==> config.mk <==
export PLATFORM = sky130hd
export DESIGN_NAME = pvdp_port
export DESIGN_NICKNAME = d
export VERILOG_FILES = /design/src/design/pvdp_port.v
export VERILOG_INCLUDE_DIRS = /design/src /design/src/shared
export SDC_FILE = /design/constraint.sdc
export NUM_CORES = 1
export LEC_CHECK = 0
export BUFFER_PORTS_ARGS = -buffer_cell sky130_fd_sc_hd__buf_2
export CELL_PAD_IN_SITES_DETAIL_PLACEMENT = 1
export CELL_PAD_IN_SITES_GLOBAL_PLACEMENT = 1
export CORE_MARGIN = 2
export CORE_UTILIZATION = 49
export DETAILED_ROUTE_END_ITERATION = 12
export HOLD_SLACK_MARGIN = 0.15
export PLACE_DENSITY_LB_ADDON = 0.1
export SKIP_LAST_GASP = 1
export SLEW_MARGIN = 20
export SYNTH_ARGS = -nofsm -noshare
export SYNTH_HDL_FRONTEND = slang
export SYNTH_SLANG_ARGS = --single-unit
==> constraint.sdc <==
create_clock -name clk -period 9.94 [get_ports clk]
set_input_delay 0.994 -clock clk [delete_from_list [all_inputs] [get_ports clk]]
set_output_delay 0.994 -clock clk [all_outputs]
set_load 0.05 [all_outputs]
==> src/shared/pvdp_consts.vh <==
// constants for the parallel video data port: register map, control fields, codes
// assumes a 4-bit byte address and a 16-bit register data path
`ifndef PVDP_CONSTS_VH
`define PVDP_CONSTS_VH

`define PVDP_AW           4
`define PVDP_DW           16
`define PVDP_ADDR_CTRL    4'h0
`define PVDP_ADDR_DELAY   4'h4
`define PVDP_ADDR_COUNT   4'h8
`define PVDP_ADDR_STATUS  4'hC

// control register fields
`define PVDP_C_EN         0
`define PVDP_C_MODE_HI    2
`define PVDP_C_MODE_LO    1
`define PVDP_C_ITU        3
`define PVDP_C_ITUM_HI    5
`define PVDP_C_ITUM_LO    4
`define PVDP_C_ITUOUT     6
`define PVDP_C_WID_HI     9
`define PVDP_C_WID_LO     7
`define PVDP_C_FSN_HI     11
`define PVDP_C_FSN_LO     10
`define PVDP_CTRL_MASK    16'h0FFF
`define PVDP_CTRL_RST     16'h0000
`define PVDP_DELAY_RST    16'h0000
`define PVDP_COUNT_RST    16'h0000

// general-purpose sub-modes
`define PVDP_GP_IN        2'h0
`define PVDP_GP_CAPT      2'h1
`define PVDP_GP_OUT       2'h2
// video sub-modes
`define PVDP_ITU_ACT      2'h0
`define PVDP_ITU_VBI      2'h1
`define PVDP_ITU_ALL      2'h2

// embedded preamble codes, upper eight bits of a sample
`define PVDP_CODE_HI      8'hFF
`define PVDP_CODE_LO      8'h00
`define PVDP_XY_F         6
`define PVDP_XY_V         5
`define PVDP_XY_H         4
`define PVDP_W8_BITS      4'h8
`define PVDP_WID_BASE     4'h9

`endif

==> src/design/pvdp_port.v <==
// parallel video data port: general-purpose and 656 video sub-modes
// assumes port clock, frame syncs and data come from outside clk and run at most clk/2
`include "pvdp_consts.vh"
`default_nettype none

// Summary of operation
// - one clock, three syncs, sixteen data lines
// - general mode: one direction, up to 16 bits
// - video mode: one direction, 8 or 10 bits
// - recognise embedded line and field preambles
// - input mode: syncs and data are inputs
// - capture mode: drive syncs, sample data
// - capture mode: sync1 horizontal, sync2 vertical
// - output mode: drive data and 1-3 syncs
// - sync1 input triggers start of sampling
// - wait programmed port cycles after sync
// - read exactly count samples per trigger
// - width 8 or 10 through 16 bits
// - active mode drops blanking and vertical blanking
// - active mode removes control sequences
// - active mode: after field-1 sync wait for line start
// - active mode count means lines per frame
// - blanking mode passes only vertical blanking data
// - entire mode passes everything after sync
module pvdp_port (
    input  wire        clk,
    input  wire        resetn,
    input  wire [3:0]  regAddr,
    input  wire [15:0] regWdata,
    input  wire        regWrite,
    input  wire        regRead,
    output reg  [15:0] regRdata,
    input  wire        portClockInput,
    input  wire [2:0]  frameSyncIn,
    output reg  [2:0]  frameSyncOut,
    output reg  [2:0]  frameSyncOe,
    input  wire [15:0] dataIn,
    output reg  [15:0] dataOut,
    output reg         dataOe,
    output reg  [15:0] rxData,
    output reg         rxValid,
    input  wire [15:0] txData,
    output reg         txTake
);
    localparam [2:0] ST_IDLE  = 3'h0;
    localparam [2:0] ST_ARM   = 3'h1;
    localparam [2:0] ST_DELAY = 3'h2;
    localparam [2:0] ST_XFER  = 3'h3;
    localparam [2:0] ST_ITU   = 3'h4;

    reg  [15:0] portControl;
    reg  [15:0] syncDelay;
    reg  [15:0] sampleCount;
    reg  [2:0]  state;
    reg  [15:0] delayCnt;
    reg  [15:0] leftCnt;
    reg         vsyncPending;
    reg  [2:0]  pclkSync;
    reg  [2:0]  fsMeta;
    reg  [2:0]  fsSync;
    reg         fs1Prev;
    reg  [15:0] dataMeta;
    reg  [15:0] dataSync;
    reg  [1:0]  preStep;
    reg         fieldF;
    reg         vFlag;
    reg         inActive;
    reg         synced;
    reg         linesDone;
    reg  [15:0] lineCnt;
    wire [15:0] widthMask;
    wire [4:0]  widthBits;
    wire        enable;
    wire [1:0]  gpMode;
    wire [1:0]  ituMode;
    wire        ituSel;
    wire        ituOut;
    wire [1:0]  fsNum;
    wire        portRise;
    wire        fs1Rise;
    wire [15:0] sample;
    wire [7:0]  w8;
    wire        isXY;
    wire        isCtrl;
    wire        fieldStart;
    wire [2:0]  outFsMask;
    reg         keep;

    assign enable   = portControl[`PVDP_C_EN];
    assign gpMode   = portControl[`PVDP_C_MODE_HI:`PVDP_C_MODE_LO];
    assign ituSel   = portControl[`PVDP_C_ITU];
    assign ituMode  = portControl[`PVDP_C_ITUM_HI:`PVDP_C_ITUM_LO];
    assign ituOut   = portControl[`PVDP_C_ITUOUT];
    assign fsNum    = portControl[`PVDP_C_FSN_HI:`PVDP_C_FSN_LO];

    assign widthBits = (portControl[`PVDP_C_WID_HI:`PVDP_C_WID_LO] == 3'h0) ?
                       {1'b0, `PVDP_W8_BITS} : {1'b0, `PVDP_WID_BASE} +
                       {2'b00, portControl[`PVDP_C_WID_HI:`PVDP_C_WID_LO]};
    genvar gi;
    generate
        for (gi = 0; gi < `PVDP_DW; gi = gi + 1) begin : gMask
            assign widthMask[gi] = (gi < widthBits);
        end
    endgenerate

    // the port clock is only sampled; its rising edges pace all transfers
    // detection of edges needs the port clock at most half of clk
    always @(posedge clk or negedge resetn) begin
        if (!resetn) begin
            pclkSync <= 3'h0;
            fsMeta   <= 3'h0;
            fsSync   <= 3'h0;
            dataMeta <= 16'h0000;
            dataSync <= 16'h0000;
        end else begin
            pclkSync <= {pclkSync[1:0], portClockInput};
            fsMeta   <= frameSyncIn;
            fsSync   <= fsMeta;
            dataMeta <= dataIn;
            dataSync <= dataMeta;
        end
    end
    assign portRise = pclkSync[1] & ~pclkSync[2];
    assign fs1Rise  = fsSync[0] & ~fs1Prev;
    assign sample   = dataSync & widthMask;

    // 10-bit video uses its top eight bits for code matching
    assign w8 = (widthBits == {1'b0, `PVDP_W8_BITS}) ? dataSync[7:0] : dataSync[9:2];
    assign isXY   = (preStep == 2'h3);
    // preamble words never appear inside active video
    assign isCtrl = isXY | (w8 == `PVDP_CODE_HI) | (w8 == `PVDP_CODE_LO);
    assign fieldStart = isXY & ~w8[`PVDP_XY_F] & w8[`PVDP_XY_V] & (fieldF | ~synced);

    // syncs used in output mode, one to three
    assign outFsMask = (fsNum == 2'h3) ? 3'h7 : (fsNum == 2'h2) ? 3'h3 : 3'h1;

    always @* begin
        case (ituMode)
            // nothing before a line start after sync
            `PVDP_ITU_ACT: keep = synced & inActive & ~isCtrl & ~linesDone;
            `PVDP_ITU_VBI: keep = synced & vFlag & ~isCtrl;
            `PVDP_ITU_ALL: keep = synced;
            default:       keep = 1'b0;
        endcase
    end

    // register port, read data valid only in the cycle after the strobe
    always @(posedge clk or negedge resetn) begin
        if (!resetn) begin
            portControl <= `PVDP_CTRL_RST;
            syncDelay   <= `PVDP_DELAY_RST;
            sampleCount <= `PVDP_COUNT_RST;
            regRdata    <= 16'h0000;
        end else begin
            if (regWrite) begin
                case (regAddr)
                    `PVDP_ADDR_CTRL:  portControl <= regWdata & `PVDP_CTRL_MASK;
                    `PVDP_ADDR_DELAY: syncDelay   <= regWdata;
                    `PVDP_ADDR_COUNT: sampleCount <= regWdata;
                    default:          portControl <= portControl;
                endcase
            end
            if (regRead) begin
                case (regAddr)
                    `PVDP_ADDR_CTRL:   regRdata <= portControl;
                    `PVDP_ADDR_DELAY:  regRdata <= syncDelay;
                    `PVDP_ADDR_COUNT:  regRdata <= sampleCount;
                    `PVDP_ADDR_STATUS: regRdata <= {lineCnt[7:0], linesDone, inActive,
                                                    vFlag, fieldF, synced, state};
                    default:           regRdata <= 16'h0000;
                endcase
            end else begin
                regRdata <= 16'h0000;
            end
        end
    end

    // port sequencer
    always @(posedge clk or negedge resetn) begin
        if (!resetn) begin
            state        <= ST_IDLE;
            delayCnt     <= 16'h0000;
            leftCnt      <= 16'h0000;
            vsyncPending <= 1'b0;
            fs1Prev      <= 1'b0;
            frameSyncOut <= 3'h0;
            frameSyncOe  <= 3'h0;
            dataOut      <= 16'h0000;
            dataOe       <= 1'b0;
            rxData       <= 16'h0000;
            rxValid      <= 1'b0;
            txTake       <= 1'b0;
            preStep      <= 2'h0;
            fieldF       <= 1'b0;
            vFlag        <= 1'b0;
            inActive     <= 1'b0;
            synced       <= 1'b0;
            linesDone    <= 1'b0;
            lineCnt      <= 16'h0000;
        end else begin
            rxValid <= 1'b0;
            txTake  <= 1'b0;
            if (portRise) begin
                fs1Prev <= fsSync[0];
            end
            if (!enable) begin
                state        <= ST_IDLE;
                vsyncPending <= 1'b1;
                frameSyncOut <= 3'h0;
                frameSyncOe  <= 3'h0;
                dataOe       <= 1'b0;
                synced       <= 1'b0;
                inActive     <= 1'b0;
                linesDone    <= 1'b0;
                preStep      <= 2'h0;
            end else begin
                // one direction at a time, chosen by the sub-mode
                if (ituSel) begin
                    frameSyncOe <= 3'h0;
                    dataOe      <= ituOut;
                end else begin
                    case (gpMode)
                        `PVDP_GP_CAPT: frameSyncOe <= 3'h3;
                        `PVDP_GP_OUT:  frameSyncOe <= outFsMask;
                        default:       frameSyncOe <= 3'h0;
                    endcase
                    dataOe <= (gpMode == `PVDP_GP_OUT);
                end
                if (portRise) begin
                    frameSyncOut <= 3'h0;
                    case (state)
                        ST_IDLE: begin
                            if (ituSel) begin
                                state <= ST_ITU;
                            end else if (gpMode == `PVDP_GP_IN) begin
                                state <= ST_ARM;
                            end else begin
                                // output syncs pulse for one port cycle
                                if (gpMode == `PVDP_GP_OUT) begin
                                    frameSyncOut <= outFsMask;
                                end else begin
                                    frameSyncOut <= {1'b0, vsyncPending, 1'b1};
                                end
                                vsyncPending <= 1'b0;
                                delayCnt     <= syncDelay;
                                leftCnt      <= sampleCount;
                                state        <= ST_DELAY;
                            end
                        end
                        ST_ARM: begin
                            // sync1 rising edge starts a burst
                            if (fs1Rise) begin
                                delayCnt <= syncDelay;
                                leftCnt  <= sampleCount;
                                state    <= ST_DELAY;
                            end
                        end
                        ST_DELAY, ST_XFER: begin
                            // programmed port cycles before first sample
                            if (delayCnt != 16'h0000) begin
                                delayCnt <= delayCnt - 16'h0001;
                            end else if (leftCnt == 16'h0000) begin
                                state <= ST_IDLE;
                            end else begin
                                if (gpMode == `PVDP_GP_OUT) begin
                                    dataOut <= txData & widthMask;
                                    txTake  <= 1'b1;
                                end else begin
                                    // one word per sample, in order
                                    rxData  <= sample;
                                    rxValid <= 1'b1;
                                end
                                // exactly the programmed number of samples
                                leftCnt <= leftCnt - 16'h0001;
                                state   <= (leftCnt == 16'h0001) ? ST_IDLE : ST_XFER;
                            end
                        end
                        ST_ITU: begin
                            if (ituOut) begin
                                dataOut <= txData & widthMask;
                                txTake  <= 1'b1;
                            end else begin
                                // preamble tracker: one high code word, two low code words, then flags
                                case (preStep)
                                    2'h0: preStep <= (w8 == `PVDP_CODE_HI) ? 2'h1 : 2'h0;
                                    2'h1: preStep <= (w8 == `PVDP_CODE_LO) ? 2'h2 :
                                                     (w8 == `PVDP_CODE_HI) ? 2'h1 : 2'h0;
                                    2'h2: preStep <= (w8 == `PVDP_CODE_LO) ? 2'h3 :
                                                     (w8 == `PVDP_CODE_HI) ? 2'h1 : 2'h0;
                                    default: preStep <= 2'h0;
                                endcase
                                if (keep) begin
                                    rxData  <= sample;
                                    rxValid <= 1'b1;
                                end
                                if (isXY) begin
                                    fieldF <= w8[`PVDP_XY_F];
                                    vFlag  <= w8[`PVDP_XY_V];
                                    if (fieldStart) begin
                                        synced    <= 1'b1;
                                        lineCnt   <= 16'h0000;
                                        linesDone <= 1'b0;
                                        inActive  <= 1'b0;
                                    end else if (!w8[`PVDP_XY_H] && !w8[`PVDP_XY_V]) begin
                                        inActive <= synced;
                                    end else if (w8[`PVDP_XY_H]) begin
                                        inActive <= 1'b0;
                                        // count closes after that many lines
                                        if (inActive && !linesDone) begin
                                            lineCnt <= lineCnt + 16'h0001;
                                            if (lineCnt + 16'h0001 == sampleCount) begin
                                                linesDone <= 1'b1;
                                            end
                                        end
                                    end
                                end
                            end
                        end
                        default: state <= ST_IDLE;
                    endcase
                end
            end
        end
    end
endmodule

`default_nettype wire

==> results.sh <==
export IMPL_relSlewSlack_pct=36.2
export IMPL_clk_path_buf_depth=2
export IMPL_syn_area_um2=9450
export IMPL_die_area_um2=20400
export IMPL_max_cap_viol_count=0
export IMPL_nNetsFinal=1092
export IMPL_synth_xor_area_share_pct=1.76
export IMPL_holdBufCountCts=0
export IMPL_ys_top_cells_by_area="dfrtp_1, mux2_2, o21ai_0"
export IMPL_cts_sinks=198
export IMPL_yosysMostFrequentCell="dfrtp_1"
export IMPL_synth_nets=1006
export IMPL_cts_tree="yes"
export IMPL_yosys_area_share_simple_pct=16.1
export IMPL_seq_power_share_pct=47.8
export IMPL_synthCells=936
export IMPL_synthArstFlopShare_pct=100
export IMPL_stdcell_area_um2=10900
export IMPL_synth_area_mux_share_pct=8.03
export IMPL_overflow=0
export IMPL_fin_worst_skew_ns=0.0163
export IMPL_track_usage_pct=28.3
export IMPL_antenna_found_initial=2
export IMPL_cp_end_kind="register"
export IMPL_synth_top_cell_area_share_pct=52.4
export IMPL_synth_top_family_by_area="compound AO/OA/AOI/OAI gates"
export IMPL_worst_pin_slew_ns=0.957
export IMPL_ys_seq_elements=198
export IMPL_tns_ns=0
export IMPL_via_per_inst=5.93
export IMPL_ys_seq_area_share_pct=52.4
export IMPL_maxSlewViolCount=0
export IMPL_synth_compound_area_share_pct=16.8
export IMPL_arrival_ns=4.04
export IMPL_synth_fa_ha_area_share_pct=1.32
export IMPL_status="completed"
export IMPL_postCtsSetupRepairBufs=0
export IMPL_dr_pass1_iters=5
export IMPL_drc=0
export IMPL_clkTransAtPathRegs_ns=0.09
export IMPL_max_freq_mhz=270
export IMPL_drt_iter0_markers=488
export IMPL_swShare_pct=35.4
export IMPL_cts_resized=0
export IMPL_net_switching_power_uw=800
export IMPL_cts_root_buf="clkbuf_16"
export IMPL_crit_required_ns=10.28
export IMPL_period_needed_ns=3.70
export IMPL_die_x_um=143
export IMPL_gp_congestion=0.835
export IMPL_fin_crit_sh_pct=37.3
export IMPL_yosysTopAreaCell="dfrtp_1"
export IMPL_cts_max_level=4
export IMPL_rsz0062_at_grt="no"
export IMPL_routedWlPerCell_um=21.2
export IMPL_ys_flop_type="dfrtp_1"
export IMPL_clk_insertion_delay_late_ns=0.45
export IMPL_start_kind="register"
export IMPL_comb_power_share_pct=19.5
export IMPL_row_count=50
export IMPL_avgSynthCellArea_um2=10.1
export IMPL_hold_viol_final=0
export IMPL_grt_first_pass_wirelength_um=44300
export IMPL_yosys_top_cells_count="dfrtp_1, nand2_1, o21ai_0, a21oi_1, nor2_1"
export IMPL_io_pins=117
export IMPL_ys_types=65
export IMPL_grt_pass1_vias=7993
export IMPL_ant_nets=0
export IMPL_area_growth_pct=15.0
export IMPL_whs_ns=0.355
export IMPL_hold_path_class="reg -> reg"
export IMPL_core_um2=18800
export IMPL_p_per_area_nw_per_um2=208
export IMPL_power_ir_vdd_worst_uv=130
export IMPL_start_util_pct=50.2
export IMPL_cp_max_fo=16
export IMPL_io_buffers=114
export IMPL_pwr_share_clk_pct=32.7
export IMPL_dpl_hpwl_um=19300
export IMPL_cellLeakagePower_nw=4.76
export IMPL_final_setup_viol_count=0
export IMPL_drive_gt1_share_pct=21.6
export IMPL_vias=7687
export IMPL_numCtsBuffers=17
export IMPL_wl_um=27500
export IMPL_yosys_warnings=0
export IMPL_crit_type="reg -> reg"
export IMPL_p_int_mw=1.46
export IMPL_post_dp_cell_area_um2=10200
export IMPL_die_h_um=143
export IMPL_grt_start_max_net_pins=74
export IMPL_synth_edf_count=0
==> state kept, by name (all words and copies together), names as in the netlist, 16 cells and up <==
signal and count:
dataMeta 16, syncDelay 16, regRdata 16, leftCnt 16
dataSync 16, lineCnt 16, sampleCount 16, rxData 16
dataOut 16, delayCnt 16
==> kinds of logic after synthesis <==
kind of cell	after synthesis
buf+inv	82
flops	198
mux	69
fa+ha+maj	10
xor+xnor	19
simple gates	301
compound gates	257
==> worst paths after layout <==
path | start | slack, ns | depth (start not counted) | to
max in group asynchronous | resetn | 8.05 | 2 | sampleCount[6]$_DFFE_PN0P_
hold reg to reg | dataMeta[4]$_DFF_PN0_ | 0.36 | 0 | dataSync[4]$_DFF_PN0_
setup / recovery | portControl[8]$_DFFE_PN0P_ | 6.24 | 9 | rxData[12]$_DFFE_PN0P_
setup reg to reg | portControl[8]$_DFFE_PN0P_ | 6.24 | 9 | rxData[12]$_DFFE_PN0P_
min in group asynchronous | resetn | 0.52 | 1 | txTake$_DFF_PN0_
hold / removal | dataMeta[4]$_DFF_PN0_ | 0.36 | 0 | dataSync[4]$_DFF_PN0_
==> cell usage in the layout (no fill, tap or decap), types with 6 or more instances in the layout <==
cell type and n:
nand2b_1 13, ha_1 10, nor4_1 11, and3_1 6, xnor2_1 10, buf_4 9, clkbuf_16 17, buf_2 113
a21oi_1 70, or3_1 7, a22oi_1 28, clkinv_8 6, inv_12 6, nor2b_1 10, and2_1 8, mux2_2 50
o31ai_1 10, xor2_1 9, nand4_1 8, o22ai_1 6, mux2i_1 18, o21ai_0 90, inv_1 26, nor2_1 56
dfrtp_1 198, nand2_1 90, nand3_1 29, nor3_1 22, or4_1 6
==> worst max-delay path: stages (launching register included) <==
cell and delay, ns:
dfrtp_1 0.52, ha_1 0.26, ha_1 0.39, nor2_2 0.19, a31oi_4 0.21, or3_4 0.39
a2111oi_4 0.46, nor4_1 0.10, a211o_1 0.62, mux2_2 0.41
==> metrics by stage <==
stage / power, mW / std cells / utilization [%] / setup WS, ns
2_1_floorplan: 1.35 / 936 / - / 6.76
3_3_place_gp: 1.50 / 1263 / 54.2 / 6.28
3_5_place_dp: 1.53 / 1263 / 54.2 / 6.23
4_1_cts: 2.27 / 1295 / 57.6 / 6.20
5_1_grt: 2.37 / 1297 / 57.7 / 6.00
6_report: 2.26 / 1297 / 57.7 / 6.24
==> metal layers <==
layer | share of wire (%) | GRT usage [%] | vias to the layer above | wire, um
met2 | 48 | 45.8 | 178 | 13400
met3 | 3.7 | 4.26 | 41 | 1010
met4 | 2.1 | 9.33 | 0 | 587
met1 | 46 | 39.4 | 3925 | 12600
met5 | 0 | 0 | - | 0
li1 | - | - | 3543 | -
==> power by group through the flow <==
stage,Combinational [mW],Sequential [mW],Clock [mW]
2_1_floorplan,0.315,1.04,0
3_3_place_gp,0.412,1.09,0
3_5_place_dp,0.435,1.09,0
4_1_cts,0.441,1.08,0.748
5_1_grt,0.491,1.10,0.778
6_report,0.439,1.08,0.738
==> final cells by class <==
| class | count | area (um2) |
|---|---|---|
| fillers | 2119 | 7970 |
| repair buffers | 123 | 647 |
| clock buffers | 17 | 425 |
| multi-input cells | 656 | 4180 |
| flip-flops and latches | 198 | 4950 |
| well taps | 260 | 325 |
| diodes | 2 | 5.00 |
| clock inverters | 15 | 224 |
| inverters | 26 | 97.6 |
Note: power is estimated with default switching activity, not from simulation.
